**src/logic/srmr_pkg.sv**
```systemverilog
package srmr_pkg;

  // ----------------------------------------------------------------
  // read opcodes
  // ----------------------------------------------------------------
  localparam logic [7:0] CMD_PLAIN_READ = 8'h03;
  localparam logic [7:0] CMD_FAST_READ = 8'h0B;
  localparam logic [7:0] CMD_DOUBLE_RATE_LATENCY_READ = 8'h0D;
  localparam logic [7:0] CMD_TWO_LANE_DATA_READ = 8'h3B;
  localparam logic [7:0] CMD_TWO_LANE_ADDR_DATA_READ = 8'hBB;
  localparam logic [7:0] CMD_FOUR_LANE_DATA_READ = 8'h6B;
  localparam logic [7:0] CMD_FOUR_LANE_ADDR_DATA_READ = 8'hEB;
  localparam logic [7:0] CMD_DOUBLE_RATE_FOUR_LANE_READ = 8'hED;

  // ----------------------------------------------------------------
  // field sizes and patterns
  // ----------------------------------------------------------------
  localparam int ADDR_BITS = 19;                      // byte address width
  localparam logic [4:0] OPCODE_BITS = 5'h08;         // opcode length
  localparam logic [4:0] ADDR_FIELD_BITS = 5'h18;     // three address bytes
  localparam logic [4:0] MODE_BITS = 5'h08;           // mode byte length
  localparam logic [3:0] CONT_NIBBLE = 4'hA;          // single-rate keep pattern
  localparam logic [7:0] CONT_DDR_BYTE = 8'hA5;       // double-rate keep pattern
  localparam logic [1:0] LANES_ONE = 2'h0;            // lane width codes
  localparam logic [1:0] LANES_TWO = 2'h1;
  localparam logic [1:0] LANES_FOUR = 2'h2;
  localparam logic [5:0] SYNC_RESET = 6'h20;          // select idles high
  localparam logic CONT_RESET = 1'b0;                 // continuous mode off

  // ----------------------------------------------------------------
  // types
  // ----------------------------------------------------------------
  typedef enum logic [2:0] {
    ST_IDLE, ST_OPCODE, ST_ADDR, ST_MODE, ST_LATENCY, ST_DATA, ST_IGNORE
  } srmr_state_t;

  // decoded shape of one read command
  typedef struct packed {
    logic legal;
    logic [1:0] addrLanes;
    logic [1:0] dataLanes;
    logic ddr;
    logic hasMode;
  } srmr_cmd_t;

  // drive side of the four io pads
  typedef struct packed {
    logic [3:0] value;
    logic [3:0] enable;
  } srmr_pad_t;

endpackage

```
**src/logic/serial_memory_read_commands.sv**
```systemverilog
`timescale 1ns/1ps

// ------------------------------------------------------------------
// byte fifo between array fetch and lane shifter
// ------------------------------------------------------------------
module srmr_fifo #(
  parameter int WIDTH = 8,
  parameter int DEPTH = 4
) (
  input wire logic ref_clk,
  input wire logic reset,
  input wire logic flush,
  input wire logic inValid,
  output logic inReady,
  input wire logic [WIDTH-1:0] inData,
  output logic outValid,
  input wire logic outReady,
  output logic [WIDTH-1:0] outData
);
  localparam int PW = $clog2(DEPTH);

  // pointers need a power of two depth
  if (DEPTH < 2 || (1 << PW) != DEPTH) begin : g_bad_depth
    $error("srmr_fifo depth must be a power of two of at least 2");
  end

  logic [WIDTH-1:0] mem [DEPTH];    // storage words
  logic [PW:0] wrPtr_q;             // write pointer with wrap bit
  logic [PW:0] rdPtr_q;             // read pointer with wrap bit
  wire logic push = inValid & inReady;
  wire logic pop = outValid & outReady;
  wire logic full = (wrPtr_q[PW] != rdPtr_q[PW]) && (wrPtr_q[PW-1:0] == rdPtr_q[PW-1:0]);

  assign inReady = ~full;
  assign outValid = wrPtr_q != rdPtr_q;
  assign outData = mem[rdPtr_q[PW-1:0]];

  // pointer update, flush empties at once
  always_ff @(posedge ref_clk) begin
    if (reset || flush) begin
      wrPtr_q <= '0;
      rdPtr_q <= '0;
    end else begin
      if (push) begin
        wrPtr_q <= wrPtr_q + 1'b1;
      end
      if (pop) begin
        rdPtr_q <= rdPtr_q + 1'b1;
      end
    end
  end

  // storage write
  always_ff @(posedge ref_clk) begin
    if (push) begin
      mem[wrPtr_q[PW-1:0]] <= inData;
    end
  end
endmodule

// ------------------------------------------------------------------
// read command interpreter
// ------------------------------------------------------------------
module serial_memory_read_commands #(
  parameter int FIFO_DEPTH = 4
) (
  input wire logic ref_clk,
  input wire logic reset,
  input wire logic chipSelectN,
  input wire logic serialClock,
  input wire logic [3:0] ioIn,
  output srmr_pkg::srmr_pad_t ioDrive,
  input wire logic dualLaneProtocol,
  input wire logic quadLaneProtocol,
  input wire logic [3:0] latencyCode,
  output logic memReadValid,
  input wire logic memReadReady,
  output logic [srmr_pkg::ADDR_BITS-1:0] memReadAddr,
  input wire logic [7:0] memReadData,
  output logic continuousMode
);

  // ----------------------------------------------------------------
  // helpers
  // ----------------------------------------------------------------
  // bits moved per edge for a lane code
  function automatic logic [4:0] laneCount(input logic [1:0] code);
    laneCount = (code == srmr_pkg::LANES_FOUR) ? 5'h04 : (code == srmr_pkg::LANES_TWO) ? 5'h02 : 5'h01;
  endfunction

  // shift received lanes in, msb first
  function automatic logic [23:0] shiftIn(input logic [23:0] sh, input logic [3:0] io, input logic [1:0] code);
    case (code)
      srmr_pkg::LANES_FOUR: shiftIn = {sh[19:0], io};
      srmr_pkg::LANES_TWO: shiftIn = {sh[21:0], io[1:0]};
      default: shiftIn = {sh[22:0], io[0]};
    endcase
  endfunction

  // top bits of a byte onto the pads, highest lane first
  function automatic srmr_pkg::srmr_pad_t laneOut(input logic [7:0] b, input logic [1:0] code);
    case (code)
      srmr_pkg::LANES_FOUR: laneOut = {b[7:4], 4'hF};
      srmr_pkg::LANES_TWO: laneOut = {2'h0, b[7:6], 4'h3};
      default: laneOut = {2'h0, b[7], 1'b0, 4'h2};
    endcase
  endfunction

  // command shape per opcode and protocol
  function automatic srmr_pkg::srmr_cmd_t decodeCmd(input logic [7:0] op, input logic dual, input logic quad);
    logic [1:0] pw;
    logic single;
    pw = quad ? srmr_pkg::LANES_FOUR : dual ? srmr_pkg::LANES_TWO : srmr_pkg::LANES_ONE;
    single = ~dual & ~quad;
    case (op)
      srmr_pkg::CMD_PLAIN_READ: decodeCmd = {1'b1, pw, pw, 1'b0, 1'b0};
      srmr_pkg::CMD_FAST_READ: decodeCmd = {1'b1, pw, pw, 1'b0, 1'b1};
      srmr_pkg::CMD_DOUBLE_RATE_LATENCY_READ:
        decodeCmd = {quad, srmr_pkg::LANES_FOUR, srmr_pkg::LANES_FOUR, 1'b1, 1'b1};
      srmr_pkg::CMD_TWO_LANE_DATA_READ:
        decodeCmd = {single, srmr_pkg::LANES_ONE, srmr_pkg::LANES_TWO, 1'b0, 1'b1};
      srmr_pkg::CMD_TWO_LANE_ADDR_DATA_READ:
        decodeCmd = {single, srmr_pkg::LANES_TWO, srmr_pkg::LANES_TWO, 1'b0, 1'b1};
      srmr_pkg::CMD_FOUR_LANE_DATA_READ:
        decodeCmd = {single, srmr_pkg::LANES_ONE, srmr_pkg::LANES_FOUR, 1'b0, 1'b1};
      srmr_pkg::CMD_FOUR_LANE_ADDR_DATA_READ:
        decodeCmd = {~dual, srmr_pkg::LANES_FOUR, srmr_pkg::LANES_FOUR, 1'b0, 1'b1};
      srmr_pkg::CMD_DOUBLE_RATE_FOUR_LANE_READ:
        decodeCmd = {~dual, srmr_pkg::LANES_FOUR, srmr_pkg::LANES_FOUR, quad, 1'b1};
      default: decodeCmd = '0;
    endcase
  endfunction

  // ----------------------------------------------------------------
  // pin synchronisers and clock edges
  // ----------------------------------------------------------------
  logic [5:0] syncA_q;      // first stage, read only by second
  logic [5:0] syncB_q;      // second stage
  logic sckPrev_q;          // last sampled link clock
  wire logic csnS = syncB_q[5];
  wire logic sckS = syncB_q[4];
  wire logic [3:0] ioS = syncB_q[3:0];
  wire logic sckRise = sckS & ~sckPrev_q;
  wire logic sckFall = ~sckS & sckPrev_q;

  // two-flop capture of select, clock and lanes
  always_ff @(posedge ref_clk) begin
    if (reset) begin
      syncA_q <= srmr_pkg::SYNC_RESET;
      syncB_q <= srmr_pkg::SYNC_RESET;
      sckPrev_q <= 1'b0;
    end else begin
      syncA_q <= {chipSelectN, serialClock, ioIn};
      syncB_q <= syncA_q;
      sckPrev_q <= sckS;
    end
  end

  // ----------------------------------------------------------------
  // receive side decode
  // ----------------------------------------------------------------
  srmr_pkg::srmr_state_t state_q;     // frame phase
  srmr_pkg::srmr_state_t stateD;      // next phase
  srmr_pkg::srmr_cmd_t cmd_q;         // active command shape
  logic [23:0] rxSh_q;                // incoming bits
  logic [4:0] bitCnt_q;               // bits taken in this field
  logic [3:0] latCnt_q;               // dummy cycles counted
  logic contMode_q;                   // opcode-less next frame

  wire logic inOpcode = state_q == srmr_pkg::ST_OPCODE;
  wire logic inAddr = state_q == srmr_pkg::ST_ADDR;
  wire logic inMode = state_q == srmr_pkg::ST_MODE;
  wire logic [1:0] protoLanes = quadLaneProtocol ? srmr_pkg::LANES_FOUR :
                                dualLaneProtocol ? srmr_pkg::LANES_TWO : srmr_pkg::LANES_ONE;
  wire logic [1:0] rxLanes = inOpcode ? protoLanes : cmd_q.addrLanes;
  // double rate fields use both edges, but the first address bit waits for a rise
  wire logic captureEdge = (inOpcode & sckRise) |
                           (inAddr & (sckRise | (cmd_q.ddr & sckFall & (bitCnt_q != 5'h00)))) |
                           (inMode & (sckRise | (cmd_q.ddr & sckFall)));
  wire logic [23:0] rxShNext = shiftIn(rxSh_q, ioS, rxLanes);
  wire logic [4:0] rxCntNext = bitCnt_q + laneCount(rxLanes);
  wire logic opcodeDone = inOpcode & captureEdge & (rxCntNext == srmr_pkg::OPCODE_BITS);
  wire logic addrDone = inAddr & captureEdge & (rxCntNext == srmr_pkg::ADDR_FIELD_BITS);
  wire logic modeDone = inMode & captureEdge & (rxCntNext == srmr_pkg::MODE_BITS);
  wire srmr_pkg::srmr_cmd_t decoded = decodeCmd(rxShNext[7:0], dualLaneProtocol, quadLaneProtocol);
  wire logic latDone = (state_q == srmr_pkg::ST_LATENCY) & sckRise & ((latCnt_q + 4'h1) == latencyCode);
  wire srmr_pkg::srmr_state_t afterHeader = (latencyCode == 4'h0) ? srmr_pkg::ST_DATA : srmr_pkg::ST_LATENCY;
  // keep pattern depends on transfer rate
  wire logic modeKeeps = cmd_q.ddr ? (rxShNext[7:0] == srmr_pkg::CONT_DDR_BYTE) :
                                     (rxShNext[7:4] == srmr_pkg::CONT_NIBBLE);

  // frame sequencing
  always_comb begin
    stateD = state_q;
    if (csnS) begin
      stateD = srmr_pkg::ST_IDLE;
    end else begin
      case (state_q)
        srmr_pkg::ST_IDLE: stateD = contMode_q ? srmr_pkg::ST_ADDR : srmr_pkg::ST_OPCODE;
        srmr_pkg::ST_OPCODE: if (opcodeDone) stateD = decoded.legal ? srmr_pkg::ST_ADDR : srmr_pkg::ST_IGNORE;
        srmr_pkg::ST_ADDR: begin
          if (addrDone) begin
            stateD = cmd_q.hasMode ? srmr_pkg::ST_MODE : afterHeader;
          end
        end
        srmr_pkg::ST_MODE: if (modeDone) stateD = afterHeader;
        srmr_pkg::ST_LATENCY: if (latDone) stateD = srmr_pkg::ST_DATA;
        default: stateD = state_q;                                                  // data and ignore hold
      endcase
    end
  end

  // phase and field counters
  always_ff @(posedge ref_clk) begin
    if (reset) begin
      state_q <= srmr_pkg::ST_IDLE;
      bitCnt_q <= 5'h00;
      latCnt_q <= 4'h0;
    end else begin
      state_q <= stateD;
      bitCnt_q <= (stateD != state_q) ? 5'h00 : captureEdge ? rxCntNext : bitCnt_q;
      latCnt_q <= (state_q != srmr_pkg::ST_LATENCY) ? 4'h0 : sckRise ? latCnt_q + 4'h1 : latCnt_q;
    end
  end

  // incoming shift register, command and continuous flag
  always_ff @(posedge ref_clk) begin
    if (reset) begin
      rxSh_q <= 24'h000000;
      cmd_q <= '0;
      contMode_q <= srmr_pkg::CONT_RESET;
    end else begin
      if (captureEdge) begin
        rxSh_q <= rxShNext;
      end
      if (opcodeDone) begin
        cmd_q <= decoded;
      end
      if (modeDone) begin
        contMode_q <= modeKeeps;
      end
    end
  end

  // ----------------------------------------------------------------
  // array fetch into the fifo
  // ----------------------------------------------------------------
  logic fetchOn_q;                              // prefetch running
  logic [srmr_pkg::ADDR_BITS-1:0] fetchAddr_q;  // next byte to fetch
  logic fifoInReady;
  logic fifoOutValid;
  logic [7:0] fifoOutData;
  wire logic memFire = memReadValid & memReadReady;

  assign memReadValid = fetchOn_q & fifoInReady & ~csnS;
  assign memReadAddr = fetchAddr_q;

  // start at the received address, step after each byte
  always_ff @(posedge ref_clk) begin
    if (reset) begin
      fetchOn_q <= 1'b0;
      fetchAddr_q <= '0;
    end else if (csnS) begin
      fetchOn_q <= 1'b0;
    end else if (addrDone) begin
      fetchOn_q <= 1'b1;
      fetchAddr_q <= rxShNext[srmr_pkg::ADDR_BITS-1:0];
    end else if (memFire) begin
      fetchAddr_q <= fetchAddr_q + 1'b1;
    end
  end

  // ----------------------------------------------------------------
  // data shifter onto the lanes
  // ----------------------------------------------------------------
  logic [7:0] txSh_q;          // remaining bits of current byte
  logic [3:0] txLeft_q;        // bits still to send
  srmr_pkg::srmr_pad_t pad_q;  // registered pad drive
  wire logic launchEdge = (state_q == srmr_pkg::ST_DATA) & (sckFall | (cmd_q.ddr & sckRise));
  wire logic txEmpty = txLeft_q == 4'h0;
  wire logic [7:0] txSrc = txEmpty ? fifoOutData : txSh_q;
  wire logic [4:0] txN = laneCount(cmd_q.dataLanes);
  wire logic fifoPop = launchEdge & txEmpty & fifoOutValid;

  assign ioDrive = pad_q;
  assign continuousMode = contMode_q;

  // one lane group per launch edge
  always_ff @(posedge ref_clk) begin
    if (reset || csnS) begin
      txSh_q <= 8'h00;
      txLeft_q <= 4'h0;
      pad_q <= '0;
    end else if (launchEdge) begin
      pad_q <= laneOut(txSrc, cmd_q.dataLanes);
      txSh_q <= txSrc << txN;
      txLeft_q <= (txEmpty ? 4'h8 : txLeft_q) - txN[3:0];
    end
  end

  srmr_fifo #(.WIDTH(8), .DEPTH(FIFO_DEPTH)) u_fifo (
    .ref_clk(ref_clk),
    .reset(reset),
    .flush(csnS),
    .inValid(memFire),          // only bytes the array has accepted
    .inReady(fifoInReady),
    .inData(memReadData),
    .outValid(fifoOutValid),
    .outReady(fifoPop),
    .outData(fifoOutData)
  );

endmodule

```
**config.mk**
```make
export PLATFORM = sky130hd
export DESIGN_NAME = serial_memory_read_commands
export DESIGN_NICKNAME = d
export VERILOG_FILES = /design/src/logic/srmr_pkg.sv /design/src/logic/serial_memory_read_commands.sv
export SDC_FILE = /design/constraint.sdc
export NUM_CORES = 1
export LEC_CHECK = 0
export ABC_AREA = 1
export CORE_UTILIZATION = 60
export CTS_CLUSTER_SIZE = 12
export DETAILED_ROUTE_END_ITERATION = 8
export DONT_BUFFER_PORTS = 1
export PLACE_DENSITY = 0.76
export SETUP_SLACK_MARGIN = 0.15
export SYNTH_ARGS = -nofsm -noshare
export SYNTH_HDL_FRONTEND = slang
export SYNTH_HIERARCHICAL = 1
export SYNTH_SLANG_ARGS = --single-unit
```
**constraint.sdc**
```tcl
create_clock -name ref_clk -period 4.1 [get_ports ref_clk]
set_input_delay 0.41 -clock ref_clk [delete_from_list [all_inputs] [get_ports ref_clk]]
set_output_delay 0.41 -clock ref_clk [all_outputs]
set_load 0.02 [all_outputs]
```
# ---- Yosys cells after proc, flatten, opt, wreduce, memory -nomap -nowiden
# Memory sizes are Yosys's and may differ from the RTL's. A register that Yosys moved wholly into a read port is not among the register bits.
# Index checks and enable logic that the tools add are counted.
dict set report word_totals {
  latch_bits 0
  rom_bits 0
  register_bits 96
  inputBits 23
  elab_cells 131
  memories 1
  ram_bits 32
}
# memory words word_bits read_ports rd_clocked_by_memory_dff wr line
set memory_table {}
lappend memory_table {u_fifo.mem 4 8 1 1 1 serial_memory_read_commands.sv:27} ;# logic [WIDTH-1:0] mem [DEPTH];
dict set report op_classes {
  shift 1
  muxes 29
  n_eq_ne 27
  addsub 6
  div_mod_pow 0
  reduce_logical 11
  order_cmp 0
  multipliers 0
  bitwise 36
}
# op count
set ops {}
lappend ops {{7-bit one-hot mux with 8 select lines} 1}
lappend ops {{19-bit 2-to-1 mux} 2}
lappend ops {{19-bit one-hot mux with 2 select lines} 1}
lappend ops {{8-bit == test, second input constant} 4}
lappend ops {{3-bit 2-to-1 mux} 9}
lappend ops {{1-bit AND} 25}
lappend ops {{19-bit by 1-bit adder with 19-bit output, second input constant} 1}
lappend ops {{8-bit by 4-bit == test with 1-bit output, second input constant} 2}
lappend ops {{8-bit one-hot mux with 2 select lines} 1}
lappend ops {{3-bit one-hot mux with 5 select lines} 1}
lappend ops {{2-bit 2-to-1 mux} 7}
lappend ops {{8-bit by 2-bit == test with 1-bit output, second input constant} 1}
lappend ops {{8-bit by 6-bit == test with 1-bit output, second input constant} 1}
lappend ops {{8-bit by 7-bit == test with 1-bit output, second input constant} 1}
lappend ops {{4-bit zero test} 2}
lappend ops {{8-bit 2-to-1 mux} 1}
lappend ops {{8-bit by 3-bit left shift with 8-bit output} 1}
lappend ops {{3-bit by 1-bit adder with 3-bit output, second input constant} 2}
lappend ops {{3-bit by 2-bit == test with 1-bit output, second input constant} 2}
lappend ops {{3-bit == test, second input constant} 2}
lappend ops {{3-bit inequality test} 2}
lappend ops {{1-bit inverter} 6}
lappend ops {{2-bit OR reduction} 3}
lappend ops {{5-bit by 3-bit adder with 5-bit output} 1}
lappend ops {{21 further kinds} 31}

# ---- Depth between registers and ports, before layout
# Gate-level depths: netlist of run 1.
dict set report depth {
  word_depth 15
  ltp_mapped 23
  mapped_depth_nobuf 23
}

# ---- By module
# Netlist of run 1, hierarchy kept.
# mod seq_area_each_um2 cells_each area_each_um2 instances
set modules_own_cells {}
lappend modules_own_cells {serial_memory_read_commands 1781.7 808 5479.0 1}
lappend modules_own_cells {srmr_fifo 1121.1 150 1681.6 1}

# ---- Least setup slack after synthesis of run 1
# No wires, ideal clock.
dict set report synth_timing {
  path_type {register to register}
  startpoint {reg state_q[2]}
  endpoint {reg fetchAddr_q, in the netlist memReadAddr[9]}
  setup_time_ns 0.088
  path_stages_with_launch 20
  period_less_slack_ns 3.148
  arrival_time_ns 3.059
  slack_ns 0.952
  path_buffers 1
  cell_sequence {dfxtp_1 > inv_2 > nand3_2 > o21ai_0 > inv_1 > ha_1 > ha_1 > inv_1 > fa_1 > nand2_1 > nor2_8 > nand3_2 > nor2_4 > nand2_4 > inv_4 > a21oi_4 > inv_4 > buf_6 > nor2_1 > a311oi_2}
}
dict set report synth_via {
  elab_chain_cells 10
  elab_cells_between_ends 21
}
# element line
set synth_rtl {}
lappend synth_rtl {{from (decl)} serial_memory_read_commands.sv:162} ;# srmr_pkg::srmr_state_t state_q;
lappend synth_rtl {{from (signal assigned)} serial_memory_read_commands.sv:216} ;# state_q <= srmr_pkg::ST_IDLE;
lappend synth_rtl {{from (signal assigned)} serial_memory_read_commands.sv:220} ;# state_q <= stateD;
lappend synth_rtl {{3-bit by 1-bit == test with 1-bit output} serial_memory_read_commands.sv:170} ;# wire logic inOpcode = state_q == srmr_pkg::ST_OPCODE;
lappend synth_rtl {{2-bit 2-to-1 mux} serial_memory_read_commands.sv:175} ;# wire logic [1:0] rxLanes = inOpcode ? protoLanes : cmd_q.addrLanes;
lappend synth_rtl {{2-bit by 1-bit == test with 1-bit output} {serial_memory_read_commands.sv:88, serial_memory_read_commands.sv:93}}
lappend synth_rtl {{2-bit 2-to-1 mux} serial_memory_read_commands.sv:88} ;# laneCount = (code == srmr_pkg::LANES_FOUR) ? 5'h04 : (code == srmr_pkg::LANES_TWO) ? 5'h02 : 5'h01;
lappend synth_rtl {{3-bit 2-to-1 mux} serial_memory_read_commands.sv:88}
lappend synth_rtl {{5-bit by 3-bit adder with 5-bit output} serial_memory_read_commands.sv:181} ;# wire logic [4:0] rxCntNext = bitCnt_q + laneCount(rxLanes);
lappend synth_rtl {{5-bit == test} serial_memory_read_commands.sv:183} ;# wire logic addrDone = inAddr & captureEdge & (rxCntNext == srmr_pkg::ADDR_FIELD_BITS);
lappend synth_rtl {{1-bit AND} serial_memory_read_commands.sv:183}
lappend synth_rtl {{2-bit nonzero test (no line)} --}
lappend synth_rtl {{2-bit AND reduction (no line)} --}
lappend synth_rtl {{to (signal assigned)} serial_memory_read_commands.sv:267} ;# fetchAddr_q <= rxShNext[srmr_pkg::ADDR_BITS-1:0];
lappend synth_rtl {{to (signal assigned)} serial_memory_read_commands.sv:269} ;# fetchAddr_q <= fetchAddr_q + 1'b1;
lappend synth_rtl {{to (decl)} serial_memory_read_commands.sv:249} ;# logic [srmr_pkg::ADDR_BITS-1:0] fetchAddr_q;
# Several ways; a longest one is shown, not always the timed one.
# A chain may end at the register's enable or synchronous reset.

# ---- Final worst setup path of run 1
dict set report layout_timing {
  startpoint {reg state_q[2]}
  endpoint {reg fetchAddr_q, in the netlist memReadAddr[12]}
}
# Same word-level chain as after synthesis.

==> results.cfg, run 1 <==
[pwr]
total_power_uw = 2954
power_density_nw_per_um2 = 378.9
p_leak_uw = 0.003081
power_frac_seq = 0.445
sw_frac_of_total = 0.2065
combPwrFrac = 0.019
p_switching_uw = 610.0
p_clk_frac = 0.536
p_int_uw = 2344
vdd_ir_drop_max_v = 0.0003449

[worst_setup_path]
r2r_setup_slack_ns = 0.45
cp_num_buf_inv = 5
crit_start = state_q[2]$_SDFF_PP0_
path_class = register to register
endpoint_kind = register
required_ns = 4.45
crit_family = adder cells
path_max_fanout = 32
critPathMaxStageDelay_ns = 0.50
slowest_stage = fa_1
cp-start-kind = register
rr_startpoint = state_q[2]$_SDFF_PP0_
cp.arrival_ns = 4.00
worstPathCellList = inv_2 > nand3_2 > o21ai_0 > inv_1 > ha_1 > ha_1 > inv_1 > fa_1 > nand2_1 > nor2_8 > nand3_2 > nor2_4 > nand2_4 > inv_6 > a21oi_4 > inv_8 > o21ai_0 > a31oi_1

[layout]
layout_commonest_cell = nand2_1
diodes = 0
final_cell_mix = nand2_1 (226), inv_1 (101), dfxtp_1 (97)
areaGrowthSynthToFinish_pct = 8.876
drive_above_1_share = 0.1075
layout.nets = 988
final.fill_count = 977
multiInputGateArea_um2 = 3632
seq_area_um2 = 2903

[clock_tree]
root_buffer = clkbuf_16
cts_tree = done
h-tree-depth = 4
clkSlewWorstSetupHoldPaths_ns = 0.06
cts_inserted_buffers = 17
clock_latency_ns = 0.42
clockBufferDepth = 2
cts.sinks = 129

[synth]
yosysSeqAreaShare = 0.4054
syn-instance-count = 958
ys.flop_type = dfxtp_1
yosysWarnings = 6
syn_area_per_cell_um2 = 7.475
yosys.area.top_type = dfxtp_1
ys_ff_latch = 129
synth_area_um2 = 7161
synthDominantCellAreaShare = 0.2712
synth.distinct_cells = 53
ys_top_cells_by_area = dfxtp_1 (27%), edfxtp_1 (13%), nand2_1 (12%), o21ai_0 (5.5%), inv_1 (5.3%)
syn_nets = 1001
synth_edf_count = 32
async_flop_share = 0

[grt]
grt_pass1_vias = 5739
grt_pass1_wl_um = 27150
grt_max_degree = 36
grt-ovfl-total = 0
grt_usage = 0.2747
antenna_found_initial = 0

[routing]
ant_nets = 0
drt_iter0_markers = 602
detail_route.first_pass.iterations = 7
routedWlPerCell_um = 14.61
drc = 14
vias = 6133
vias_per_cell = 5.570
routed_wl_um = 16080

[flow_run]
drv_cap = 0

[timing]
setup_viol = 0
hold_viol_final = 0
tightest_slew_ns = 0.9917
period_needed_ns = 3.654
finalClockSkew_ns = 0.008620
fmax_mhz = 273.7
setup_tns_ns = 0
rsz0062_at_grt = false
drv_slew = 0
maxSlewHeadroom = 0.3381
period_share = 0.8912

[floorplan]
fp.dieArea_um2 = 12380
fp.coreArea_um2 = 11520
die_y_um = 111.2
initial_core_util = 0.6218
io_pins = 52
die_w_um = 111.2
num_rows = 39

[hold_path]
holdCritStartpoint = reset
hp-class = input pin to register

[placed_design]
dp_hpwl_um = 10940
gp_congestion = 0.8795
portBuffers = 0

[outcome]
status = complete, but fails checks
failed_checks = DRC
[power groups by stage]
stage | Clock, µW | Combinational, µW | Sequential, µW
final | 1580 | 56.2 | 1310
after global routing | 1650 | 64.0 | 1320
after CTS | 1590 | 56.2 | 1310
after detailed placement | 0 | 55.6 | 1340
after global placement | 0 | 54.7 | 1340
after floorplan | 0 | 49.3 | 1340
[cells by family (layout without fill, tap and decap cells)]
| group | count (synthesis) | count (layout) | synth area share |
|---|---|---|---|
| compound gates | 208 | 208 | 0.1636 |
| xor+xnor | 17 | 17 | 0.02079 |
| fa+ha+maj | 20 | 20 | 0.03704 |
| buf+inv | 151 | 151 | 0.08736 |
| flops | 129 | 129 | 0.4054 |
| mux | 4 | 4 | 0.005766 |
| simple gates | 429 | 429 | 0.2801 |
[path summary, 6_finish.rpt]
| check | endpoint | depth (start not counted) |
|---|---|---|
| worst max-delay path | memReadAddr[12]$_SDFFE_PP0P_ | 18 |
| worst min-delay path | memReadAddr[18]$_SDFFE_PP0P_ | 1 |
| worst max register to register | memReadAddr[12]$_SDFFE_PP0P_ | 18 |
| worst min register to register | syncB_q[1]$_SDFF_PP0_ | 2 |
[Yosys cell counts, types with 5 or more instances]
library cell  instances
a211oi_1              5
a21oi_1              50
a31oi_1              18
buf_2                 7
clkbuf_1             17
dfxtp_1              97
edfxtp_1             32
ha_1                 18
inv_1               101
inv_2                13
nand2_1             226
nand2_2              12
nand2_4               5
nand3_1              45
nand3_2               6
nand4_1               7
nor2_1               89
nor2_2                8
nor3_1                5
nor3_2                7
o211ai_1              5
o21ai_0              78
o21ai_1              18
o22ai_1              20
xnor2_1               6
xor2_1               11
[metal layers]
| metal | track usage | wire length (µm) | vias up |
|---|---|---|---|
| met3 | 0.07764 | 1083 | 37 |
| met4 | 0.1162 | 374 | 0 |
| met2 | 0.4350 | 7325 | 189 |
| met1 | 0.3510 | 7300 | 2761 |
| met5 | 0 | 0 | - |
| li1 | - | - | 3146 |
[state kept, by name (all words and copies together) (netlist names), named ones only]
signal and flops:
memReadAddr 19, txSh_q 8, bitCnt_q 5, fetchOn_q 1, ioDrive 7, u_fifo/rdPtr_q 3
rxSh_q 18, txLeft_q 4, u_fifo/mem 32, state_q 3, u_fifo/wrPtr_q 3, continuousMode 1
latCnt_q 4, cmd_q 6, syncB_q 6, syncA_q 6, sckPrev_q 1
[cell type report]
cell class	instances	share of cell area
clock buffer	19	0.05553
clock inverter	13	0.02359
inverter	118	0.05874
multi-input combinational	678	0.4659
sequential	129	0.3723
tap	143	0.02295
timing repair buffer	1	0.0009629
[repair_timing]
action / in CTS / in global routing
endpoints found under the setup margin: 0 / 17
gates resized for setup: 0 / 5
setup buffers: 0 / 0
hold buffers: 0 / 0
[metrics by stage]
| stage | utilization | setup WS, ns | instances | hold WS [ns] | cell area, µm² |
|---|---|---|---|---|---|
| 2_1_floorplan | - | 0.9524 | 958 | 0.3883 | 7161 |
| 3_3_place_gp | 0.6228 | 0.4926 | 1069 | 0.3906 | 7172 |
| 3_5_place_dp | 0.6228 | 0.3192 | 1069 | 0.3950 | 7172 |
| 4_1_cts | 0.6763 | 0.3197 | 1101 | 0.05207 | 7789 |
| 5_1_grt | 0.6770 | 0.1599 | 1101 | 0.04633 | 7796 |
| 6_report | 0.6770 | 0.4460 | 1101 | 0.05232 | 7796 |
Power figures use the tool's default switching activity.
==> inputs of run 2 (changes only) <==
--- a/config.mk
+++ b/config.mk
@@ -6,12 +6,12 @@
 export NUM_CORES = 1
 export LEC_CHECK = 0
 export ABC_AREA = 1
-export CORE_UTILIZATION = 60
+export CORE_UTILIZATION = 40
 export CTS_CLUSTER_SIZE = 12
 export DETAILED_ROUTE_END_ITERATION = 8
 export DONT_BUFFER_PORTS = 1
-export PLACE_DENSITY = 0.76
 export SETUP_SLACK_MARGIN = 0.15
+export SLEW_MARGIN = 20
 export SYNTH_ARGS = -nofsm -noshare
 export SYNTH_HDL_FRONTEND = slang
 export SYNTH_HIERARCHICAL = 1
==> results.cfg, run 2 (synthesis gave the netlist of run 1 again) <==
[outcome]
status = complete, no violations

[worst_setup_path]
endpoint_kind = register
cp_num_buf_inv = 5
crit_family = adder cells
slowest_stage = fa_1
cp-start-kind = register
cp.arrival_ns = 3.90
required_ns = 4.40
critPathMaxStageDelay_ns = 0.49
path_max_fanout = 23
worstPathCellList = nand3_2 > o21ai_1 > inv_1 > ha_1 > ha_1 > inv_1 > fa_1 > nand2_1 > nor2_8 > nand3_2 > nor2_4 > nand2_8 > inv_6 > a21oi_4 > buf_4 > buf_4 > a21oi_1 > a21oi_1
path_class = register to register

[floorplan]
num_rows = 48
die_y_um = 135.8
fp.coreArea_um2 = 17420
initial_core_util = 0.4111
die_w_um = 135.8
io_pins = 52
fp.dieArea_um2 = 18440

[timing]
tightest_slew_ns = 0.9989
drv_slew = 0
fmax_mhz = 277.9
period_share = 0.8777
period_needed_ns = 3.599
maxSlewHeadroom = 0.3300
setup_tns_ns = 0
finalClockSkew_ns = 0.009078
hold_viol_final = 0
rsz0062_at_grt = false
setup_viol = 0

[routing]
detail_route.first_pass.iterations = 5
ant_nets = 0
routedWlPerCell_um = 13.95
drt_iter0_markers = 391
drc = 0
vias = 6005
vias_per_cell = 5.063
routed_wl_um = 16550

[grt]
grt_max_degree = 36
grt_usage = 0.1918
antenna_found_initial = 0
grt_pass1_vias = 5503
grt_pass1_wl_um = 27370
grt-ovfl-total = 0

[layout]
drive_above_1_share = 0.1134
layout_commonest_cell = nand2_1
areaGrowthSynthToFinish_pct = 10.31
diodes = 0
fin_area_um2 = 7899
largest_reg_flops = 32
layout.nets = 991
final_cell_mix = nand2_1 (226), inv_1 (100), dfxtp_1 (96)

[clock_tree]
cts_hold_buf = 0
clkSlewWorstSetupHoldPaths_ns = 0.06
cts_inserted_buffers = 17
h-tree-depth = 4
clock_latency_ns = 0.42
clockBufferDepth = 2
cts.sinks = 129
root_buffer = clkbuf_16
cts_tree = done

[placed_design]
placed_cell_area_um2 = 7282
dp_hpwl_um = 11900
portBuffers = 0
gp_congestion = 0.8715

[pwr]
vdd_ir_drop_max_v = 0.0003066
p_leak_uw = 0.003059
power_density_nw_per_um2 = 362.3

[flow_run]
drv_cap = 0

[hold_path]
hp-class = input pin to register
-- run 2: cell types whose count changed in the layout (fill, tap and decap cells not counted) --
| cell | delta |
|---|---|
| buf_4 | +3 |
| bufinv_16 | -3 |
| clkinv_2 | -3 |
| inv_6 | +3 |
| clkbuf_1 | -2 |
| clkinv_4 | +2 |
| inv_8 | +2 |
| clkbuf_8 | +1 |
| clkinv_1 | +1 |
| dfxtp_1 | -1 |
| dfxtp_2 | +1 |
| inv_1 | -1 |
| nand2_4 | -1 |
| nand2_8 | +1 |
-- run 2: worst paths after layout --
kind / start / to / slack (ns) / cells past startpoint
worst max register to register: state_q[0]$_SDFF_PP0_ / memReadAddr[10]$_SDFFE_PP0P_ / 0.50 / 18
worst min-delay path: reset / memReadAddr[18]$_SDFFE_PP0P_ / 0.07 / 1
worst min register to register: syncA_q[3]$_SDFF_PP0_ / syncB_q[3]$_SDFF_PP0_ / 0.40 / 2
worst max-delay path: state_q[0]$_SDFF_PP0_ / memReadAddr[10]$_SDFFE_PP0P_ / 0.50 / 18
-- run 2: layout make-up --
cell class / instances / area (µm²)
Clock buffer: 18 / 439.2
Clock inverter: 14 / 145.1
Fill cell: 1764 / 9518
Inverter: 118 / 457.9
Multi-Input combinational cell: 678 / 3641
Sequential cell: 129 / 2904
Tap cell: 225 / 281.5
Timing Repair Buffer: 4 / 30.03
-- run 2: per-stage QoR --
step                      power, µW  hold slack [ns]    util  worst slack (ns)  instances
after floorplan                1390           0.3883       -            0.9524        958
after detailed placement       1399           0.3983  0.4181            0.3203       1152
after CTS                      2900          0.04481  0.4517            0.2979       1184
after global placement         1399           0.3910  0.4181            0.4926       1152
after global routing           2962          0.05220  0.4535            0.1807       1186
final                          2861          0.06985  0.4535            0.5013       1186
-- run 2: power by group --
part	leakage, µW	switching [µW]	internal (µW)
Sequential	0.00107	4.53	1310
Combinational	0.00171	40.0	16.2
Clock	0.000278	622	869
-- run 2: repair_timing --
item | 4_1_cts | 5_1_grt
endpoints found under the setup margin | 0 | 17
buffers inserted | 0 | 2
gates resized for setup | 0 | 7
-- run 2: routing by layer --
metal,track usage,wire [µm]
met1,0.2449,7683
met2,0.3121,7712
met3,0.04938,884
met4,0.06617,265
met5,0,0
